### config.mk
export PLATFORM = sky130hd
export DESIGN_NAME = wdt24_top
export DESIGN_NICKNAME = d
export VERILOG_FILES = /design/src/rtl/wdt24_pkg.sv /design/src/rtl/wdt24_sync.sv /design/src/rtl/wdt24_counter.sv /design/src/rtl/wdt24_top.sv
export SDC_FILE = /design/constraint.sdc
export NUM_CORES = 1
export LEC_CHECK = 0
export BUFFER_PORTS_ARGS = -buffer_cell sky130_fd_sc_hd__buf_2
export CORE_UTILIZATION = 40
export CTS_CLUSTER_SIZE = 28
export DETAILED_ROUTE_END_ITERATION = 12
export GPL_ROUTABILITY_DRIVEN = 0
export GPL_TIMING_DRIVEN = 0
export PLACE_DENSITY = 0.62
export SKIP_CTS_REPAIR_TIMING = 1
export SKIP_LAST_GASP = 1
export SYNTH_ARGS = -nofsm -noshare
export SYNTH_HDL_FRONTEND = slang
export SYNTH_SLANG_ARGS = --single-unit
### constraint.sdc
create_clock -name sys_clk -period 6.14 [get_ports sys_clk]
set_input_delay 0.614 -clock sys_clk [delete_from_list [all_inputs] [get_ports sys_clk]]
set_output_delay 0.614 -clock sys_clk [all_outputs]
set_load 0.02 [all_outputs]
### src/rtl/wdt24_pkg.sv
// package: register map, field positions, reset values and timing constants of the watchdog
package wdt24_pkg;
    // register indices; the byte address is index * 4
    localparam logic [11:0] WDT24_IDX_RESET_STATUS_REGISTER = 12'hff0;
    localparam logic [11:0] WDT24_IDX_UPPER   = 12'hff1;
    localparam logic [11:0] WDT24_IDX_MIDDLE  = 12'hff2;
    localparam logic [11:0] WDT24_IDX_LOW     = 12'hff3;
    localparam logic [11:0] WDT24_IDX_CTRL    = 12'hff4;
    localparam logic [11:0] WDT24_IDX_IRQST   = 12'hff5;
    localparam logic [11:0] WDT24_IDX_IRQMSK  = 12'hff6;
    localparam logic [11:0] WDT24_IDX_STATUS  = 12'hff7;
    localparam int          WDT24_AW          = 14;

    // reload byte reset values
    localparam logic [7:0]  WDT24_RST_UPPER   = 8'h00;
    localparam logic [7:0]  WDT24_RST_MIDDLE  = 8'h04;
    localparam logic [7:0]  WDT24_RST_LOW     = 8'h00;

    // counter constants
    localparam logic [23:0] WDT24_ZERO        = 24'h00_0000;
    localparam logic [23:0] WDT24_MAXCNT      = 24'h0F_FFFF;

    // reset status register fields
    localparam int          WDT24_RS_WDT      = 5;
    localparam int          WDT24_RS_STOP     = 4;
    // control register fields
    localparam int          WDT24_CT_EN       = 0;
    // interrupt status / mask fields
    localparam int          WDT24_IRQ_TMO     = 0;
    localparam int          WDT24_IRQ_RLD     = 1;
    localparam int          WDT24_IRQ_SMR     = 2;
    localparam int          WDT24_NIRQ        = 3;

    // watchdog tick period in ns, and derived cycle count at 100 MHz
    localparam int          WDT24_CLK_NS      = 10;
    localparam int          WDT24_TICK_NS     = 10;
    localparam int          WDT24_TICK_CYC    = (WDT24_TICK_NS / WDT24_CLK_NS < 1) ? 1 :
                                                WDT24_TICK_NS / WDT24_CLK_NS;
endpackage

### src/rtl/wdt24_sync.sv
// two-stage synchroniser for pin-level inputs
`timescale 1ns/1ps
module wdt24_sync
    import wdt24_pkg::*;
(
    input  wire logic sys_clk,
    input  wire logic nrst,
    input  wire logic din,
    output logic      dout
);
    logic meta_q;

    // first stage is read only by the second
    always_ff @(posedge sys_clk) begin
        if (!nrst) begin
            meta_q <= 1'b0;
            dout   <= 1'b0;
        end else begin
            meta_q <= din;
            dout   <= meta_q;
        end
    end
endmodule // wdt24_sync

### src/rtl/wdt24_counter.sv
// 24-bit watchdog down-counter with load, jump-to-max and tick gating
`timescale 1ns/1ps
module wdt24_counter
    import wdt24_pkg::*;
(
    input  wire logic        sys_clk,
    input  wire logic        nrst,
    input  wire logic        enable,
    input  wire logic        load,
    input  wire logic [23:0] load_val,
    input  wire logic        jump_max,
    output logic [23:0]      count_q,
    output logic             zero_hit
);
    logic [15:0] tick_cnt_q;
    logic        tick;

    assign tick = (tick_cnt_q == 16'(WDT24_TICK_CYC - 1));

    always_ff @(posedge sys_clk) begin
        if (!nrst || !enable || tick) begin
            tick_cnt_q <= 16'h0000;
        end else begin
            tick_cnt_q <= tick_cnt_q + 16'h0001;
        end
    end

    // load wins over jump and decrement; a refresh in the zero cycle cancels the time-out
    always_ff @(posedge sys_clk) begin
        if (!nrst) begin
            count_q <= WDT24_ZERO;
        end else if (load) begin
            count_q <= load_val;
        end else if (jump_max) begin
            count_q <= WDT24_MAXCNT;
        end else if (enable && tick && count_q != WDT24_ZERO) begin
            count_q <= count_q - 24'h00_0001;
        end
    end

    // high while enabled, count_q is zero and no load; only load or jump_max moves the counter off zero
    assign zero_hit = enable && !load && (count_q == WDT24_ZERO);
endmodule // wdt24_counter

### src/rtl/wdt24_top.sv
// watchdog top: APB register slave, time-out response and interrupt logic
`timescale 1ns/1ps
module wdt24_top
    import wdt24_pkg::*;
(
    input  wire logic        sys_clk,
    input  wire logic        nrst,
    input  wire logic        psel,
    input  wire logic        penable,
    input  wire logic        pwrite,
    input  wire logic [31:0] paddr,
    input  wire logic [31:0] pwdata,
    output logic [31:0]      prdata,
    output logic             pready,
    output logic             pslverr,
    input  wire logic        refresh_instr,
    input  wire logic        timeout_response_select,
    input  wire logic        stop_mode,
    output logic             wdt_irq_req,
    output logic             sys_reset_req,
    output logic             stop_recovery_req,
    output logic             irq
);
    logic              stop_sync;
    logic [7:0]        rld_upper_q;
    logic [7:0]        rld_middle_q;
    logic [7:0]        rld_low_q;
    logic [23:0]       reload_val;
    logic              enable_q;
    logic              loaded_q;
    logic              load;
    logic              zero_hit;
    logic [23:0]       count;
    logic              resp_irq_mode_q;
    logic              flag_wdt_q;
    logic              flag_stop_q;
    logic [WDT24_NIRQ-1:0] irq_st_q;
    logic [WDT24_NIRQ-1:0] irq_msk_q;
    logic [WDT24_NIRQ-1:0] irq_ev;
    logic              setup;
    logic              wr_en;
    logic              rd_en;
    logic [11:0]       idx;
    logic              idx_ok;
    logic              rd_reset_status_register;
    logic              tmo_irq;
    logic              tmo_rst;
    logic              strap_taken_q;
    logic [31:0]       rdata_d;

    // stop_mode is a pin-level input from the power controller
    wdt24_sync u_stop_sync (
        .sys_clk (sys_clk),
        .nrst    (nrst),
        .din     (stop_mode),
        .dout    (stop_sync)
    );

    // apb decode: zero-wait-state slave, answers in the access cycle
    assign setup  = psel && !penable;
    assign idx    = paddr[13:2];
    assign idx_ok = (paddr[1:0] == 2'b00) && (paddr[31:WDT24_AW] == '0) &&
                    (idx >= WDT24_IDX_RESET_STATUS_REGISTER) && (idx <= WDT24_IDX_STATUS);
    assign wr_en  = psel && penable && pready && pwrite && idx_ok;
    assign rd_en  = psel && penable && pready && !pwrite && idx_ok;
    assign rd_reset_status_register = rd_en && (idx == WDT24_IDX_RESET_STATUS_REGISTER);

    always_ff @(posedge sys_clk) begin
        if (!nrst) begin
            pready  <= 1'b0;
            pslverr <= 1'b0;
        end else begin
            pready  <= setup;
            pslverr <= setup && !((paddr[1:0] == 2'b00) && (paddr[31:WDT24_AW] == '0) &&
                       (paddr[13:2] >= WDT24_IDX_RESET_STATUS_REGISTER) && (paddr[13:2] <= WDT24_IDX_STATUS));
        end
    end

    // reload bytes
    always_ff @(posedge sys_clk) begin
        if (!nrst) begin
            rld_upper_q  <= WDT24_RST_UPPER;
            rld_middle_q <= WDT24_RST_MIDDLE;
            rld_low_q    <= WDT24_RST_LOW;
        end else if (wr_en) begin
            if (idx == WDT24_IDX_UPPER) begin
                rld_upper_q <= pwdata[7:0];
            end
            if (idx == WDT24_IDX_MIDDLE) begin
                rld_middle_q <= pwdata[7:0];
            end
            if (idx == WDT24_IDX_LOW) begin
                rld_low_q <= pwdata[7:0];
            end
        end
    end

    assign reload_val = {rld_upper_q, rld_middle_q, rld_low_q};

    // enable and first-load tracking
    always_ff @(posedge sys_clk) begin
        if (!nrst) begin
            enable_q <= 1'b0;
            loaded_q <= 1'b0;
        end else begin
            if (wr_en && idx == WDT24_IDX_CTRL) begin
                enable_q <= pwdata[WDT24_CT_EN];
            end
            if (load) begin
                loaded_q <= 1'b1;
            end
        end
    end

    // refresh reloads only while running; first enable loads once
    assign load = enable_q && (!loaded_q || refresh_instr);

    // response mode strap, caught after reset release
    always_ff @(posedge sys_clk) begin
        if (!nrst) begin
            strap_taken_q   <= 1'b0;
            resp_irq_mode_q <= 1'b0;
        end else if (!strap_taken_q) begin
            strap_taken_q   <= 1'b1;
            resp_irq_mode_q <= timeout_response_select;
        end
    end

    wdt24_counter u_counter (
        .sys_clk  (sys_clk),
        .nrst     (nrst),
        .enable   (enable_q && loaded_q),
        .load     (load),
        .load_val (reload_val),
        .jump_max (tmo_irq),
        .count_q  (count),
        .zero_hit (zero_hit)
    );

    // zero_hit lasts one cycle in irq mode since the counter jumps to max; in reset mode it stays high until a load, a CTRL write clearing the enable bit, or nrst
    assign tmo_irq = zero_hit && resp_irq_mode_q && strap_taken_q;
    assign tmo_rst = zero_hit && !resp_irq_mode_q && strap_taken_q;

    // response outputs: wdt_irq_req pulses one cycle; sys_reset_req stays high while zero_hit holds
    always_ff @(posedge sys_clk) begin
        if (!nrst) begin
            wdt_irq_req       <= 1'b0;
            sys_reset_req     <= 1'b0;
            stop_recovery_req <= 1'b0;
        end else begin
            wdt_irq_req       <= tmo_irq;
            sys_reset_req     <= tmo_rst;
            stop_recovery_req <= tmo_irq && stop_sync;
        end
    end

    // status flags: set wins over read-clear
    always_ff @(posedge sys_clk) begin
        if (!nrst) begin
            flag_wdt_q  <= 1'b0;
            flag_stop_q <= 1'b0;
        end else begin
            if (zero_hit && strap_taken_q) begin
                flag_wdt_q <= 1'b1;
            end else if (rd_reset_status_register) begin
                flag_wdt_q <= 1'b0;
            end
            if (zero_hit && strap_taken_q && stop_sync) begin
                flag_stop_q <= 1'b1;
            end else if (rd_reset_status_register) begin
                flag_stop_q <= 1'b0;
            end
        end
    end

    // sticky interrupt status, write one to clear, set wins
    assign irq_ev[WDT24_IRQ_TMO] = tmo_irq;
    assign irq_ev[WDT24_IRQ_RLD] = load && loaded_q;
    assign irq_ev[WDT24_IRQ_SMR] = tmo_irq && stop_sync;

    genvar gi;
    generate
        for (gi = 0; gi < WDT24_NIRQ; gi++) begin : g_irq
            always_ff @(posedge sys_clk) begin
                if (!nrst) begin
                    irq_st_q[gi] <= 1'b0;
                end else if (irq_ev[gi]) begin
                    irq_st_q[gi] <= 1'b1;
                end else if (wr_en && idx == WDT24_IDX_IRQST && pwdata[gi]) begin
                    irq_st_q[gi] <= 1'b0;
                end
            end
        end
    endgenerate

    always_ff @(posedge sys_clk) begin
        if (!nrst) begin
            irq_msk_q <= '0;
        end else if (wr_en && idx == WDT24_IDX_IRQMSK) begin
            irq_msk_q <= pwdata[WDT24_NIRQ-1:0];
        end
    end

    always_ff @(posedge sys_clk) begin
        if (!nrst) begin
            irq <= 1'b0;
        end else begin
            irq <= |(irq_st_q & irq_msk_q);
        end
    end

    // read mux; reload addresses show the live count
    always_comb begin
        rdata_d = 32'h0000_0000;
        unique case (idx)
            WDT24_IDX_RESET_STATUS_REGISTER: begin
                rdata_d[WDT24_RS_WDT]  = flag_wdt_q;
                rdata_d[WDT24_RS_STOP] = flag_stop_q;
            end
            WDT24_IDX_UPPER:  rdata_d[7:0] = count[23:16];
            WDT24_IDX_MIDDLE: rdata_d[7:0] = count[15:8];
            WDT24_IDX_LOW:    rdata_d[7:0] = count[7:0];
            WDT24_IDX_CTRL:   rdata_d[WDT24_CT_EN] = enable_q;
            WDT24_IDX_IRQST:  rdata_d[WDT24_NIRQ-1:0] = irq_st_q;
            WDT24_IDX_IRQMSK: rdata_d[WDT24_NIRQ-1:0] = irq_msk_q;
            WDT24_IDX_STATUS: begin
                rdata_d[0] = resp_irq_mode_q;
                rdata_d[1] = loaded_q;
                rdata_d[2] = stop_sync;
            end
            default:          rdata_d = 32'h0000_0000;
        endcase
    end

    always_ff @(posedge sys_clk) begin
        if (!nrst) begin
            prdata <= 32'h0000_0000;
        end else if (setup) begin
            prdata <= rdata_d;
        end
    end
endmodule // wdt24_top

==> impl_metrics.yaml <==
status:
  status: "completed"
finish:
  n_fill_cell: 1145
  layout.nets: 750
  num_antenna_cells: 0
  drive_gt1_share_pct: 18.41
  final_cells: 822
  areaGrowthSynthToFinish_pct: 18.49
  fin_area_sq_um: 5557
cts:
  cts_sinks: 92
  numCtsBuffers: 9
  clk_pin_slew_ns: 0.06
  clockBufferDepth: 2
  cts_tree: "done"
  clock_tree.htree_level_count: 3
  cts-root-buf: "clkbuf_16"
  insertion_delay_ns: 0.35
timing:
  finalClockSkew_ns: 0.01003
  hold_viol_final: 0
  setup_tns_ns: 0
  rsz0062_at_grt: "false"
  finalCritPeriodShare_pct: 43.78
  worstMarginPinSlew_ns: 0.8432
  fmax_mhz: 372.0
  slew_headroom_pct: 43.67
  slew_violations: 0
  holdWs_ns: 0.3897
  finalCriticalPeriod_ns: 2.688
  finalSetupViolCount: 0
logic_synthesis:
  yosys_warnings: 0
  postSynthAreaPerCell_sq_um: 8.058
  ys_types: 61
  synth_area_leader_cell: "dfxtp_1"
  netlist.area_leader.share_pct: 39.27
  synth_cells: 582
  synth-seq-area-share_pct: 39.27
  synth_edf_count: 0
  ys_ff_latch: 92
  syn_area_sq_um: 4689
  ys_top_cells_by_area: "dfxtp_1, nor2_1, o21ai_0"
  synth-main-ff-cell: "dfxtp_1"
  synthArstFlopShare_pct: 0
floorplanning:
  die_area_sq_um: 12160
  core_sq_um: 11420
  die_h_microns: 110.3
  core.rowCount: 39
  initial_core_util_pct: 41.07
  die_w_microns: 110.3
  ios: 110
critical_path:
  cp_max_fo: 7
  endpoint_kind: "register"
  path_delay_family: "simple AND/OR/NAND/NOR gates"
  slowest_stage: "nor4_1"
  cpPeakStageDelay_ns: 0.67
  cp.arrival_ns: 2.89
  worst-setup-path-type: "register to register"
  cp_cell_sequence: "or4_1 > buf_2 > nor4_1 > nand4b_1 > o31a_1 > o21ai_1 > a21oi_1"
  cp.required_ns: 6.34
  worstSetupStartpointType: "register"
  cp_num_buf_inv: 1
  startpoint: "u_counter.count_q[8]$_SDFFE_PN0P_"
  r2r-start: "u_counter.count_q[8]$_SDFFE_PN0P_"
grt:
  grt_pass1_vias: 4183
  track_usage_pct: 24.42
  antenna_found_initial: 0
  grt_pass1_wl_microns: 21890
  overflow: 0
  grt_max_degree: 16
power_and_ir_drop:
  power.density_nw_per_um2: 225.8
  vdd_drop_max_uv: 186.1
  leakage_nw: 2.199
  p_total_mw: 1.254
place:
  place_area_sq_um: 5245
  io_buffers: 58
  dpl.cell_count: 806
  hpwl_microns: 10630
drt:
  dr.first_iter.drc_count: 572
  route.detailed.drc: 0
  wl_per_cell_microns: 17.37
  ant_nets: 0
  vias: 4709
  wl_microns: 14280
  post_drt_via_cell_ratio: 5.729
  drtPass1Iterations: 5
worst_hold_path:
  min_from: "nrst"
  hold_path_class: "input pin to register"
run:
  maxCapViolCount: 0
==> per-layer routing <==
metal  GRT usage [%]  vias to the layer above  part of all wire (%)
met4           11.75                        0                   3.0
met1           32.36                     2128                    43
met2           37.80                      265                    44
met5               0                        -                     0
met3           5.056                       44                    10
li1                -                     2272                     -
==> cells in the final DEF (no fill, tap or decap), types with 9 or more instances in the layout <==
cell        n
dfxtp_1    92
nor3_1     17
clkbuf_1   25
o21ai_0    48
nand4_1    13
nand3_1    44
a21oi_1    35
nand2_1    40
buf_4      26
clkbuf_16   9
buf_2      64
inv_1      11
nor2_1     66
conb_1     24
nor4_1     14
==> worst register-to-register path, cell delays in order, from the launching register on <==
cell and delay [ns]:
dfxtp_1 0.39, or4_1 0.54, buf_2 0.19, nor4_1 0.67
nand4b_1 0.25, o31a_1 0.30, o21ai_1 0.13, a21oi_1 0.07
==> cells in the mapped netlist (4+ instances only) <==
cell / number
a22oi_1: 8
o22ai_1: 7
or4_1: 6
inv_1: 11
and3_1: 5
xnor2_1: 7
mux2i_1: 5
a31oi_1: 8
nor3_1: 17
o31ai_1: 4
a21oi_1: 35
and2_1: 6
nor4_1: 14
a31o_2: 5
xor2_1: 7
dfxtp_1: 92
buf_2: 6
nand2b_1: 5
nand3_1: 44
nand4_1: 13
o21ai_0: 48
clkbuf_1: 25
buf_4: 26
nand2_1: 40
or3_1: 6
o211ai_1: 6
mux2_2: 4
nor2_1: 66
ha_1: 4
==> stage by stage <==
step | setup WS, ns | utilization [%]
finish | 3.452 | 48.66
global route | 3.326 | 48.66
CTS | 3.522 | 48.66
detailed placement | 3.177 | 45.93
global placement | 3.111 | 45.93
floorplan | 3.773 | -
==> cell type report <==
type	instances	area, sq um	share of cell area, %
tap	143	178.9	3.220
sequential	92	1842	33.15
timing repair buffer	58	290.3	5.224
clock buffer	11	252.7	4.549
buffer	60	330.3	5.945
inverter	11	41.29	0.7431
clock inverter	5	58.81	1.058
multi-input combinational	442	2562	46.12
==> where the power goes <==
part / internal, mW / switching [mW] / total, mW
Clock: 0.338 / 0.240 / 0.579
Combinational: 0.0284 / 0.0479 / 0.0764
Sequential: 0.598 / 0.00117 / 0.600
Total: 0.965 / 0.289 / 1.25
==> path summary, 6_finish.rpt <==
kind / end / slack (ns) / cells past startpoint
worst min-delay path: strap_taken_q$_DFF_P_ / 0.39 / 1
worst max-delay path: u_counter.count_q[21]$_SDFFE_PN0P_ / 3.45 / 7
worst max register to register: u_counter.count_q[21]$_SDFFE_PN0P_ / 3.45 / 7
worst min register to register: u_stop_sync.dout$_SDFF_PN0_ / 0.44 / 1
==> sequential cells by signal, indices dropped and copies added, names as in the netlist, 3 cells and up <==
name / cells
rld_low_q: 8
rld_middle_q: 8
prdata: 8
irq_st_q: 3
u_counter.count_q: 24
irq_msk_q: 3
u_counter.tick_cnt_q: 16
rld_upper_q: 8
==> kinds of logic (layout without fill, tap and decap cells) <==
logic type / Yosys count / count (layout) / share of synthesized area, %
simple gates: 239 / 239 / 25.83
mux: 12 / 12 / 3.468
flops: 92 / 92 / 39.27
xor+xnor: 14 / 14 / 2.615
compound gates: 149 / 149 / 19.74
buf+inv: 71 / 145 / 7.924
fa+ha+maj: 4 / 4 / 1.067
other cells: 1 / 24 / 0.07997
(Power assumes the default switching activity.)
